File: src/logic/cvt_pkg.sv
// Constants for the character-cell video timing generator
package cvt_pkg;
  localparam int unsigned CLK_FREQ_HZ    = 12528000;
  localparam int unsigned CHAR_FREQ_HZ   = 1566000;
  localparam int unsigned DOTS_PER_CHAR  = CLK_FREQ_HZ / CHAR_FREQ_HZ;
  localparam int unsigned CHAR_PERIOD_NS = 639;
  localparam logic [2:0] DOT_LAST     = 3'h7;
  localparam logic [2:0] PH1_START    = 3'h0;
  localparam logic [2:0] PH1_END      = 3'h2;
  localparam logic [2:0] PH2_START    = 3'h4;
  localparam logic [2:0] PH2_END      = 3'h6;
  localparam logic [2:0] HALF_CHAR    = 3'h4;
  localparam logic [6:0] CHAR_LAST    = 7'h63;
  localparam logic [6:0] DGATE_SET    = 7'h0f;
  localparam logic [6:0] DGATE_CLR    = 7'h5f;
  localparam logic [6:0] HORIZ_BLANKING_SET   = 7'h61;
  localparam logic [6:0] HORIZ_BLANKING_CLR   = 7'h0f;
  localparam logic [6:0] HORIZ_DRIVE_OUT_CLR   = 7'h1f;
  localparam logic [6:0] CSYNC_DELAY  = 7'h08;
  localparam logic [6:0] ROW_WIDTH    = 7'h50;
  localparam logic [3:0] SCAN_FIRST   = 4'h1;
  localparam logic [3:0] SCAN_NINTH   = 4'h9;
  localparam logic [3:0] SCAN_LAST    = 4'h9;
  localparam logic [4:0] LINE_CLEAR   = 5'h1d;
  localparam logic [4:0] VBLANK_SET   = 5'h1c;
  localparam logic [4:0] VBLANK_CLR   = 5'h03;
  localparam logic [4:0] VERT_DRIVE_OUT_CLR   = 5'h01;
  localparam logic [4:0] SECT_LINE_A  = 5'h0b;
  localparam logic [4:0] SECT_LINE_B  = 5'h13;
endpackage : cvt_pkg

File: src/logic/cvt_phase_if.sv
// Character phase bundle shared between the divider and the top
`timescale 1ns/1ps
`default_nettype none
interface cvt_phase_if;
  logic       char_time_clk_n;
  logic [1:0] char_phase_clocks_n;
  logic       char_end;
  logic       half_char;
  modport src (output char_time_clk_n, char_phase_clocks_n, char_end,
               half_char);
  modport snk (input char_time_clk_n, char_phase_clocks_n, char_end,
               half_char);
endinterface : cvt_phase_if
`default_nettype wire

File: src/logic/cvt_char_div.sv
// Divide-by-eight character timing and two-phase clocks
`timescale 1ns/1ps
`default_nettype none
module cvt_char_div
  import cvt_pkg::*;
(
  input  wire logic core_clk_i,
  input  wire logic rst_i,
  cvt_phase_if.src  ph
);
  typedef struct packed {
    logic [2:0] dot;
    logic       tclk_n;
    logic [1:0] ph_n;
  } cvt_div_st_t;

  cvt_div_st_t st;
  cvt_div_st_t next_st;

  always_comb
  begin
    next_st = st;
    next_st.dot = (st.dot == DOT_LAST) ? 3'h0 : st.dot + 3'h1;
    next_st.tclk_n = (next_st.dot >= HALF_CHAR);
    // Phases never overlap: gap of one dot between them
    next_st.ph_n[0] = !(next_st.dot >= PH1_START &&
                        next_st.dot <= PH1_END);
    next_st.ph_n[1] = !(next_st.dot >= PH2_START &&
                        next_st.dot <= PH2_END);
  end

  always_ff @(posedge core_clk_i or posedge rst_i)
  begin
    if (rst_i)
      st <= '{dot: 3'h0, tclk_n: 1'b1, ph_n: 2'h3};
    else
      st <= next_st;
  end

  assign ph.char_time_clk_n     = st.tclk_n;
  assign ph.char_phase_clocks_n = st.ph_n;
  assign ph.char_end            = (st.dot == DOT_LAST);
  assign ph.half_char           = (st.dot < HALF_CHAR);
endmodule : cvt_char_div
`default_nettype wire

File: src/logic/cvt_timing_gen.sv
// Video timing generator top: horizontal, vertical and memory strobes
// What this block does
// - Runs entirely from one 12.528 MHz master clock.
// - Makes a 1.566 MHz character clock, master divided by eight.
// - Makes two non-overlapping phase clocks per character position.
// - Data window on at count 15, off at 95: 80 characters.
// - Horizontal blank on at count 97, off at count 15.
// - Horizontal drive on with blank, off at count 31.
// - Combined sync merges vertical drive and 8-character delayed drive.
// - Half-character pulse at data line 29 clears line counter.
// - Vertical blank from scan 1 line 28 to scan 9 line 3.
// - Vertical drive on with line clear pulse, off at line 1.
// - Decoded output active during ninth scan line of each row.
// - Section counter advances at scan 1 of lines 11 and 19.
// - Compare enable suppresses position compare during pause and sync.
// - Memory clock disable is the inverse of compare enable.
// - Memory clocks are inverted phases, gated off by clock disable.
// - Scroll enable is data window ANDed with a sync flip-flop.
// - End-of-row strobe after memories advance 80 positions.
// - Address match needs both position and line matches true.
`timescale 1ns/1ps
`default_nettype none
module cvt_timing_gen
  import cvt_pkg::*;
(
  input  wire logic       core_clk_i,
  input  wire logic       rst_i,
  input  wire logic       mem_pause_i,
  input  wire logic       char_match_raw_i,
  input  wire logic       line_match_i,
  output logic            char_time_clk_n_o,
  output logic [1:0]      char_phase_clocks_n_o,
  output logic [1:0]      mem_phase_clocks_o,
  output logic            visible_data_window_o,
  output logic            horiz_blanking_o,
  output logic            horiz_drive_out_o,
  output logic            combined_sync_n_o,
  output logic            line_count_clear_pulse_o,
  output logic            vert_blanking_o,
  output logic            vert_drive_out_o,
  output logic            ninth_scanline_decode_o,
  output logic            first_scanline_o,
  output logic            last_scanline_o,
  output logic [1:0]      mem_section_select_o,
  output logic            compare_enable_o,
  output logic            char_position_match_o,
  output logic            mem_clock_disable_o,
  output logic            scroll_enable_o,
  output logic            mem_end_of_row_n_o,
  output logic            cursor_address_match_o,
  output logic [6:0]      char_count_o,
  output logic [3:0]      scan_count_o,
  output logic [4:0]      line_count_o
);
  typedef struct packed {
    logic [6:0] chr;
    logic [3:0] scan;
    logic [4:0] line;
    logic [1:0] sect;
    logic       dgate;
    logic       horiz_blanking;
    logic       horiz_drive_out;
    logic       horiz_drive_out_late;
    logic       vblank;
    logic       vert_drive_out;
    logic       clr_pulse;
    logic       clr_pend;
    logic       sync_ff;
    logic [6:0] shift_cnt;
    logic       eor;
    logic [1:0] mclk;
    logic       pause_s1;
    logic       pause_s2;
    logic       chm_s1;
    logic       chm_s2;
    logic       lnm_s1;
    logic       lnm_s2;
    logic       chmatch;
    logic       addmatch;
  } cvt_st_t;

  cvt_st_t st;
  cvt_st_t next_st;

  cvt_phase_if ph ();

  cvt_char_div u_div
  (
    .core_clk_i (core_clk_i),
    .rst_i      (rst_i),
    .ph         (ph.src)
  );

  function automatic logic hit(input logic [6:0] a, input logic [6:0] b);
    hit = (a == b);
  endfunction : hit

  logic cmp_en;
  logic vsync_win;

  // Sync intervals: vertical blank, vertical drive or line-counter clear in progress
  always_comb
  begin
    vsync_win = st.vblank || st.clr_pulse || st.vert_drive_out;
    cmp_en    = !(st.pause_s2 || vsync_win);
  end

  always_comb
  begin
    next_st = st;
    next_st.pause_s1 = mem_pause_i;
    next_st.pause_s2 = st.pause_s1;
    next_st.chm_s1   = char_match_raw_i;
    next_st.chm_s2   = st.chm_s1;
    next_st.lnm_s1   = line_match_i;
    next_st.lnm_s2   = st.lnm_s1;
    next_st.clr_pulse = 1'b0;
    next_st.mclk = ~ph.char_phase_clocks_n & {2{cmp_en}};
    next_st.chmatch  = st.chm_s2 && cmp_en;
    next_st.addmatch = st.chm_s2 && cmp_en && st.lnm_s2;
    // Clear pulse spans four dots, dot 1 through dot 4 of the character
    if (st.clr_pend)
    begin
      if (ph.half_char)
      begin
        next_st.clr_pulse = 1'b1;
        next_st.line      = 5'h00;
        next_st.vert_drive_out    = 1'b1;
        next_st.sync_ff   = 1'b1;
      end
      else
        next_st.clr_pend = 1'b0;
    end
    if (ph.char_end)
    begin
      next_st.chr = (st.chr == CHAR_LAST) ? 7'h00 : st.chr + 7'h01;
      if (hit(next_st.chr, DGATE_SET))
        next_st.dgate = 1'b1;
      if (hit(next_st.chr, DGATE_CLR))
        next_st.dgate = 1'b0;
      if (hit(next_st.chr, HORIZ_BLANKING_SET))
      begin
        next_st.horiz_blanking = 1'b1;
        next_st.horiz_drive_out = 1'b1;
      end
      if (hit(next_st.chr, HORIZ_BLANKING_CLR))
        next_st.horiz_blanking = 1'b0;
      if (hit(next_st.chr, HORIZ_DRIVE_OUT_CLR))
        next_st.horiz_drive_out = 1'b0;
      // Delayed copy of horizontal drive, 8 characters late
      if (hit(next_st.chr, HORIZ_BLANKING_SET + CSYNC_DELAY - 7'h64))
        next_st.horiz_drive_out_late = 1'b1;
      if (hit(next_st.chr, HORIZ_DRIVE_OUT_CLR + CSYNC_DELAY))
        next_st.horiz_drive_out_late = 1'b0;
      if (st.dgate)
        next_st.shift_cnt = st.shift_cnt + 7'h01;
      next_st.eor = (st.dgate && st.shift_cnt == ROW_WIDTH - 7'h01);
      if (hit(next_st.chr, DGATE_SET))
      begin
        next_st.shift_cnt = 7'h00;
        next_st.eor       = 1'b0;
      end
      if (st.chr == CHAR_LAST)
      begin
        next_st.scan = (st.scan == SCAN_LAST) ? SCAN_FIRST
                                              : st.scan + 4'h1;
        if (st.scan == SCAN_LAST)
        begin
          next_st.line = st.line + 5'h01;
          if (next_st.line == LINE_CLEAR)
            next_st.clr_pend = 1'b1;
          if (next_st.line == VERT_DRIVE_OUT_CLR)
            next_st.vert_drive_out = 1'b0;
        end
        if (next_st.scan == SCAN_FIRST && next_st.line == VBLANK_SET)
          next_st.vblank = 1'b1;
        if (next_st.scan == SCAN_NINTH && next_st.line == VBLANK_CLR)
        begin
          next_st.vblank  = 1'b0;
          next_st.sync_ff = 1'b0;
        end
        if (next_st.scan == SCAN_FIRST &&
            (next_st.line == SECT_LINE_A || next_st.line == SECT_LINE_B))
          next_st.sect = st.sect + 2'h1;
      end
    end
  end

  always_ff @(posedge core_clk_i or posedge rst_i)
  begin
    if (rst_i)
      // Count 0 lies inside horizontal blank and drive
      st <= '{scan: SCAN_FIRST, horiz_blanking: 1'b1, horiz_drive_out: 1'b1,
              default: '0};
    else
      st <= next_st;
  end

  assign char_time_clk_n_o        = ph.char_time_clk_n;
  assign char_phase_clocks_n_o    = ph.char_phase_clocks_n;
  assign mem_phase_clocks_o       = st.mclk;
  assign visible_data_window_o    = st.dgate;
  assign horiz_blanking_o         = st.horiz_blanking;
  assign horiz_drive_out_o        = st.horiz_drive_out;
  assign combined_sync_n_o        = !(st.vert_drive_out || st.horiz_drive_out_late);
  assign line_count_clear_pulse_o = st.clr_pulse;
  assign vert_blanking_o          = st.vblank;
  assign vert_drive_out_o         = st.vert_drive_out;
  assign ninth_scanline_decode_o  = (st.scan == SCAN_NINTH);
  assign first_scanline_o         = (st.scan == SCAN_FIRST);
  assign last_scanline_o          = (st.scan == SCAN_NINTH);
  assign mem_section_select_o     = st.sect;
  assign compare_enable_o         = cmp_en;
  assign char_position_match_o    = st.chmatch;
  assign mem_clock_disable_o      = !cmp_en;
  assign scroll_enable_o          = st.dgate && st.sync_ff;
  assign mem_end_of_row_n_o       = !st.eor;
  assign cursor_address_match_o   = st.addmatch;
  assign char_count_o             = st.chr;
  assign scan_count_o             = st.scan;
  assign line_count_o             = st.line;
endmodule : cvt_timing_gen
`default_nettype wire

File: config.mk
export PLATFORM = sky130hd
export DESIGN_NAME = cvt_timing_gen
export DESIGN_NICKNAME = d
export VERILOG_FILES = /design/src/logic/cvt_pkg.sv /design/src/logic/cvt_phase_if.sv /design/src/logic/cvt_char_div.sv /design/src/logic/cvt_timing_gen.sv
export SDC_FILE = /design/constraint.sdc
export NUM_CORES = 1
export LEC_CHECK = 0
export BUFFER_PORTS_ARGS = -buffer_cell sky130_fd_sc_hd__buf_2
export CAP_MARGIN = 25
export CORE_MARGIN = 1
export CORE_UTILIZATION = 45
export CTS_CLUSTER_SIZE = 10
export DETAILED_ROUTE_END_ITERATION = 8
export PLACE_DENSITY = 0.71
export SYNTH_ARGS = -nofsm -noshare
export SYNTH_HDL_FRONTEND = slang
export SYNTH_SLANG_ARGS = --single-unit
export TNS_END_PERCENT = 100
File: constraint.sdc
create_clock -name core_clk_i -period 5.71 [get_ports core_clk_i]
set_input_delay 0 -clock core_clk_i [delete_from_list [all_inputs] [get_ports core_clk_i]]
set_output_delay 0 -clock core_clk_i [all_outputs]
set_load 0.02 [all_outputs]
==> results of run 1 <==
==> critical path, delay by kind of cell (launching register included) <==
kind,cells,cell delay [ns]
xor+xnor,1,0.15
flops,1,0.41
fa+ha+maj,2,0.74
simple gates,4,1.04
==> per-stage QoR <==
step,util,worst slack [ns],total power [W]
floorplan,-,3.72,0.000381
global placement,0.490,3.39,0.000386
detailed placement,0.490,3.29,0.000386
CTS,0.510,3.27,0.000584
global route,0.513,3.03,0.000602
finish,0.513,3.28,0.000577
==> layer usage <==
layer | routed length [um] | vias to the layer above | track usage
li1 | - | 1052 | -
met2 | 2610 | 51 | 0.281
met4 | 70 | 0 | 0.0544
met5 | 0 | - | 0
met3 | 217 | 7 | 0.0311
met1 | 2770 | 1053 | 0.250
==> sequential cells by signal, summed over array words and instances, names as in the netlist <==
register and flops:
visible_data_window_o 1, u_div.ph.char_phase_clocks_n 2, line_count_o 5, char_position_match_o 1, u_div.st 3, mem_section_select_o 2, scan_count_o 4, vert_drive_out_o 1
line_count_clear_pulse_o 1, next_st 3, st 14, horiz_blanking_o 1, u_div.ph.char_time_clk_n 1, mem_phase_clocks_o 2, horiz_drive_out_o 1, char_count_o 7
vert_blanking_o 1, cursor_address_match_o 1
==> cell type report <==
cell class	count	area (um2)
repair buffers	48	275
multi-input cells	192	1290
well taps	75	93.8
clock buffers	8	80.1
fillers	566	2940
inverters	18	67.6
flip-flops and latches	51	1280
==> logic make-up after synthesis <==
| group | after synthesis |
|---|---|
| and+or+nand+nor | 115 |
| buffers and inverters | 53 |
| DFF | 51 |
| AOI/OAI and AO/OA | 48 |
| xor gates and xnor gates | 15 |
| adders and majority gates | 8 |
| muxes | 6 |
==> cell usage in the layout (no fill, tap or decap), types with 6 or more instances in the layout <==
cell and count:
a21oi_1 9, buf_2 43, dfrtp_1 45, dfstp_2 6
ha_1 8, inv_1 16, nand2_1 20, nand2b_1 6
nand3_1 18, nor2_1 24, o21ai_0 13, xnor2_1 8
xor2_1 6
==> power by group <==
| group | leakage, nW | internal (W) | total (W) | switching (W) |
|---|---|---|---|---|
| registers | 0.653 | 0.000364 | 0.000365 | 0.00000104 |
| logic | 0.700 | 0.00000592 | 0.0000171 | 0.0000112 |
| clock network | 0.0395 | 0.0000872 | 0.000195 | 0.000108 |
==> final timing paths <==
path	endpoint	slack, ns
min in group core_clk_i	next_st[6]	0.34
worst min-delay path	scan_count_o[1]	0.21
worst min register to register	st[6]	0.36
worst max register to register	mem_section_select_o[1]	3.28
worst max-delay path	mem_section_select_o[1]	3.28
max in group asynchronous	u_div.ph.char_time_clk_n	4.92
==> what timing repair did <==
action,CTS,global route
hold buffers,4,0
resized for setup,0,0
hold endpoints to repair,26,0
==> run summary, run 1 <==
RSZ-0062 raised after global routing - no
adder-cell share of the synthesized area - 0.0349
most frequent cell after synthesis - dfrtp_1
min cycle time layout - 2.43 ns
Post-synth EDFFs - 0
vias in the first global route - 1969
Synth Area in Compound Gates - 0.113
largest family of logic cells by synthesized area - simple AND/OR/NAND/NOR gates
Max Clk Rate - 411 MHz
most frequent cells after synthesis - 45 x dfrtp_1, 24 x buf_4, 24 x nor2_1
Hold Slack - 0.214 ns
crit path max-delay cell type - ha_1
largest net degree at the start of global routing - 52
# rows - 28
DR pass1 iterations - 4
Detailed Route WL - 5660 um
Placed Area - 2950 um2
crit path from - u_div.st[3]
Die W - 81.8 um
Slew Viols, Final - 0
GRT Overall Usage - 0.179
vias per cell - 5.52
Least-Margin Pin Slew - 0.637 ns
dpl cells - 379
Critical Path Start Type - register
DRC - 0
Slew headroom - 0.576
Die ar. - 6690 um2
Clock Path Buffers - 2
slowest stage delay, CP - 0.56 ns
ANT nets after route - 0
Synth-to-Final Area Change - 7.81%
cell taking the most area after synthesis - dfrtp_1
Initial Util - 0.476
TritonCTS clock tree - built
post-DP HPWL - 3980 um
fraction of registers with async set/reset - 1.00
endpoints failing setup - 0
Crit Path Category - reg2reg
IO buf count - 43
Crit path top cell by count - ha_1
DR vias - 2163
Seq/Total Area, Yosys - 0.448
number of synthesized register bits - 51
Routability Congestion - 0.842
Synth top area share - 0.393
proportion of layout cells with a drive suffix above 1 - 0.224
Hold Violations, Final - 0
Max VDD drop - 0.000180 V
top-level I/O count - 44
Synth Flop Type - dfrtp_1
grt ovf - 0
WP data required - 5.90 ns
CP Capture Type - register
crit path cell chain - ha_1 -> ha_1 -> nand4b_1 -> nor4_1 -> nor3b_2 -> nand4_1 -> xnor2_1
status - completed
Synth Area per Inst - 9.68 um2
syn nets - 309
Root Buffer - clkbuf_8
simple-gate share of the synthesized area - 0.229
PwrDens - 187 nW/um2
Layout Skew - 0.00924 ns
r2r worst-path depth - 7
WL/cell - 14.4 um
die height - 81.8 um
Syn. warnings - 0
Synth area leaders - dfrtp_1 39%, buf_4 6.3%, dfstp_2 5.5%, ha_1 3.5%, nand3_1 3.1%
clk sinks - 51
initial antenna violation count - 0
TritonCTS Buffers - 5
class of the worst hold path - in2async
Core Region - 6030 um2
nets - 329
CTS H-tree depth - 2
Leak Pwr - 1.39 nW
Max Cap Viol - 0
crit share post-route - 0.426
count of different cell masters after synthesis - 60
wire length of the first global-routing pass - 9140 um
WP data arrival - 2.62 ns
post-synthesis mux area share - 0.0223
post-CTS setup buffer count - 0
setup tns final - 0 ns
# diodes - 0
CP max FO - 20
Synth Area in XOR/XNOR - 0.0506
fin area - 3090 um2
Cell Area, Synth - 2870 um2
Worst-Skew Late Latency - 0.30 ns
DRT iter0 DRCs - 139
Gate Count Post-Synth - 296
worst reg2reg startpoint - u_div.st[3]
Layout Cells excl Fill - 392
Clock Pin Slew Worst Setup and Hold Paths - 0.09 ns
No activity file was read; power rests on OpenSTA's default activity.
==> run 2, diff against run 1 <==
- PLACE_DENSITY: 0.71 -> 0.73
- clock period: 5.71 -> 2.06 ns (I/O delays scaled with it)
==> run 2 against run 1 <==
- clock power rose to 3.7 times the previous value
- via count is 6.3% higher
- flip-flop and latch count unchanged
- final cell count up 6.6%
- critical path type unchanged
- highest routed layer unchanged
==> run summary, run 2 (same netlist as run 1, synthesis figures left out) <==
status - completed
Slew Viols, Final - 0
fillers - 548
FF-to-FF setup slack - 0.05 ns
Slew headroom - 0.720
Leak Pwr - 1.54 nW
vias per cell - 5.50
DR vias - 2300
Routability Congestion - 0.832
Layout Skew - 0.0127 ns
Max Clk Rate - 498 MHz
Clock Pin Slew Worst Setup and Hold Paths - 0.10 ns
crit path cell chain - ha_2 -> ha_4 -> nand4b_1 -> nor4_2 -> nor3b_4 -> nand4_1 -> xnor2_1
CTS H-tree depth - 2
RSZ-0062 raised after global routing - yes
Worst-Skew Late Latency - 0.32 ns
Synth-to-Final Area Change - 17.9%
top-level I/O count - 44
r2r worst-path depth - 7
WP data arrival - 2.21 ns
setup tns final - 0 ns
dpl cells - 401
Buf/Inv on CP - 0
most common cell after layout, fill and taps aside - dfrtp_1
proportion of layout cells with a drive suffix above 1 - 0.309
TritonCTS Buffers - 5
nets - 355
Root Buffer - clkbuf_8
Core Region - 6030 um2
endpoints failing setup - 0
Die ar. - 6690 um2
# diodes - 0
wire length of the first global-routing pass - 9550 um
largest net degree at the start of global routing - 52
most frequent cells in the layout - 44 x dfrtp_1, 43 x buf_2, 25 x buf_4
initial antenna violation count - 0
Layout Cells excl Fill - 418
class of the worst hold path - in2async
worst reg2reg startpoint - u_div.st[3]
TritonCTS clock tree - built
max reg flops - 14
Hold Violations, Final - 0
DR pass1 iterations - 4
ANT nets after route - 0
crit path max-delay cell type - dfrtp_1
Total Power - 0.00177 W
Die W - 81.8 um
Initial Util - 0.476
min cycle time layout - 2.01 ns
CP Capture Type - register
DRT iter0 DRCs - 159
Largest Register - st
# rows - 28
WL/cell - 14.2 um
die height - 81.8 um
Detailed Route WL - 5950 um
Max Cap Viol - 0
DRC - 0
grt ovf - 0
Max VDD drop - 0.000356 V
crit share post-route - 0.974
CP top delay family - simple AND/OR/NAND/NOR gates
slowest stage delay, CP - 0.41 ns
Clock Path Buffers - 2
PwrDens - 525 nW/um2
Critical Path Start Type - register
WP data required - 2.26 ns
IO buf count - 43
R2R Path End - mem_section_select_o[1]
vias in the first global route - 1992
GRT Overall Usage - 0.191
Crit Path Category - reg2reg
Least-Margin Pin Slew - 0.416 ns
post-DP HPWL - 4230 um
clk sinks - 51
CP max FO - 4
[run 2: cell types whose count changed in the layout (fill, tap and decap cells not counted), sizes merged]
cell    previous run  this run
clkbuf             8         5
buf               44        70
bufinv             0         1
clkinv             1         3
[run 2: timing repair]
item	4_1_cts	5_1_grt
buffers inserted	0	5
endpoints found under the setup margin	0	11
hold endpoints to repair	54	0
hold buffers	4	0
resized for setup	0	10
[run 2: final cells by class]
class	count	area (um2)	share of cell area
clock inverters	3	43.8	0.0130
multi-input cells	192	1340	0.396
repair buffers	74	483	0.143
clock buffers	5	68.8	0.0204
inverters	18	67.6	0.0200
flip-flops and latches	51	1280	0.380
well taps	75	93.8	0.0278
[run 2: routing by layer]
layer  vias to the layer above  part of all wire  track usage
met2                        73              0.45        0.284
li1                       1099                 -            -
met5                         -                 0            0
met4                         0             0.013       0.0614
met3                         8             0.064       0.0433
met1                      1120              0.47        0.272
[run 2: tightest hold or removal path, cell delays in order]
cell           delay, ns
dlygate4sd3_1       0.53
buf_2               0.12
inv_2               0.06
buf_12              0.25
[run 2: per-stage QoR]
stage	instance area, um2	util	hold WS, ns	setup WS, ns
2_1_floorplan	2870	-	0.0314	0.0723
3_3_place_gp	3140	0.521	0.0623	0.100
3_5_place_dp	3140	0.521	0.0648	0.0685
4_1_cts	3290	0.547	0.269	0.0424
5_1_grt	3380	0.561	0.305	-0.124
6_report	3380	0.561	0.266	0.0531
[run 2: where the power goes]
part           internal, W  leakage [nW]  switching, W
clock             0.000362        0.0581      0.000350
sequential         0.00101         0.653    0.00000296
combinational    0.0000166         0.832     0.0000319
[run 2: how the worst max path moves through the flow]
| stage | depth (start not counted) | slack [ns] | endpoint | from |
|---|---|---|---|---|
| after CTS | 6 | 0.04 | visible_data_window_o | char_count_o[0] |
| after global placement | 6 | 0.10 | visible_data_window_o | char_count_o[0] |
| after floorplan | 8 | 0.07 | mem_section_select_o[1] | u_div.st[3] |
| final | 7 | 0.05 | mem_section_select_o[1] | u_div.st[3] |
| after global routing | 7 | -0.12 | mem_section_select_o[0] | u_div.st[3] |
| after detailed placement | 6 | 0.07 | visible_data_window_o | char_count_o[0] |
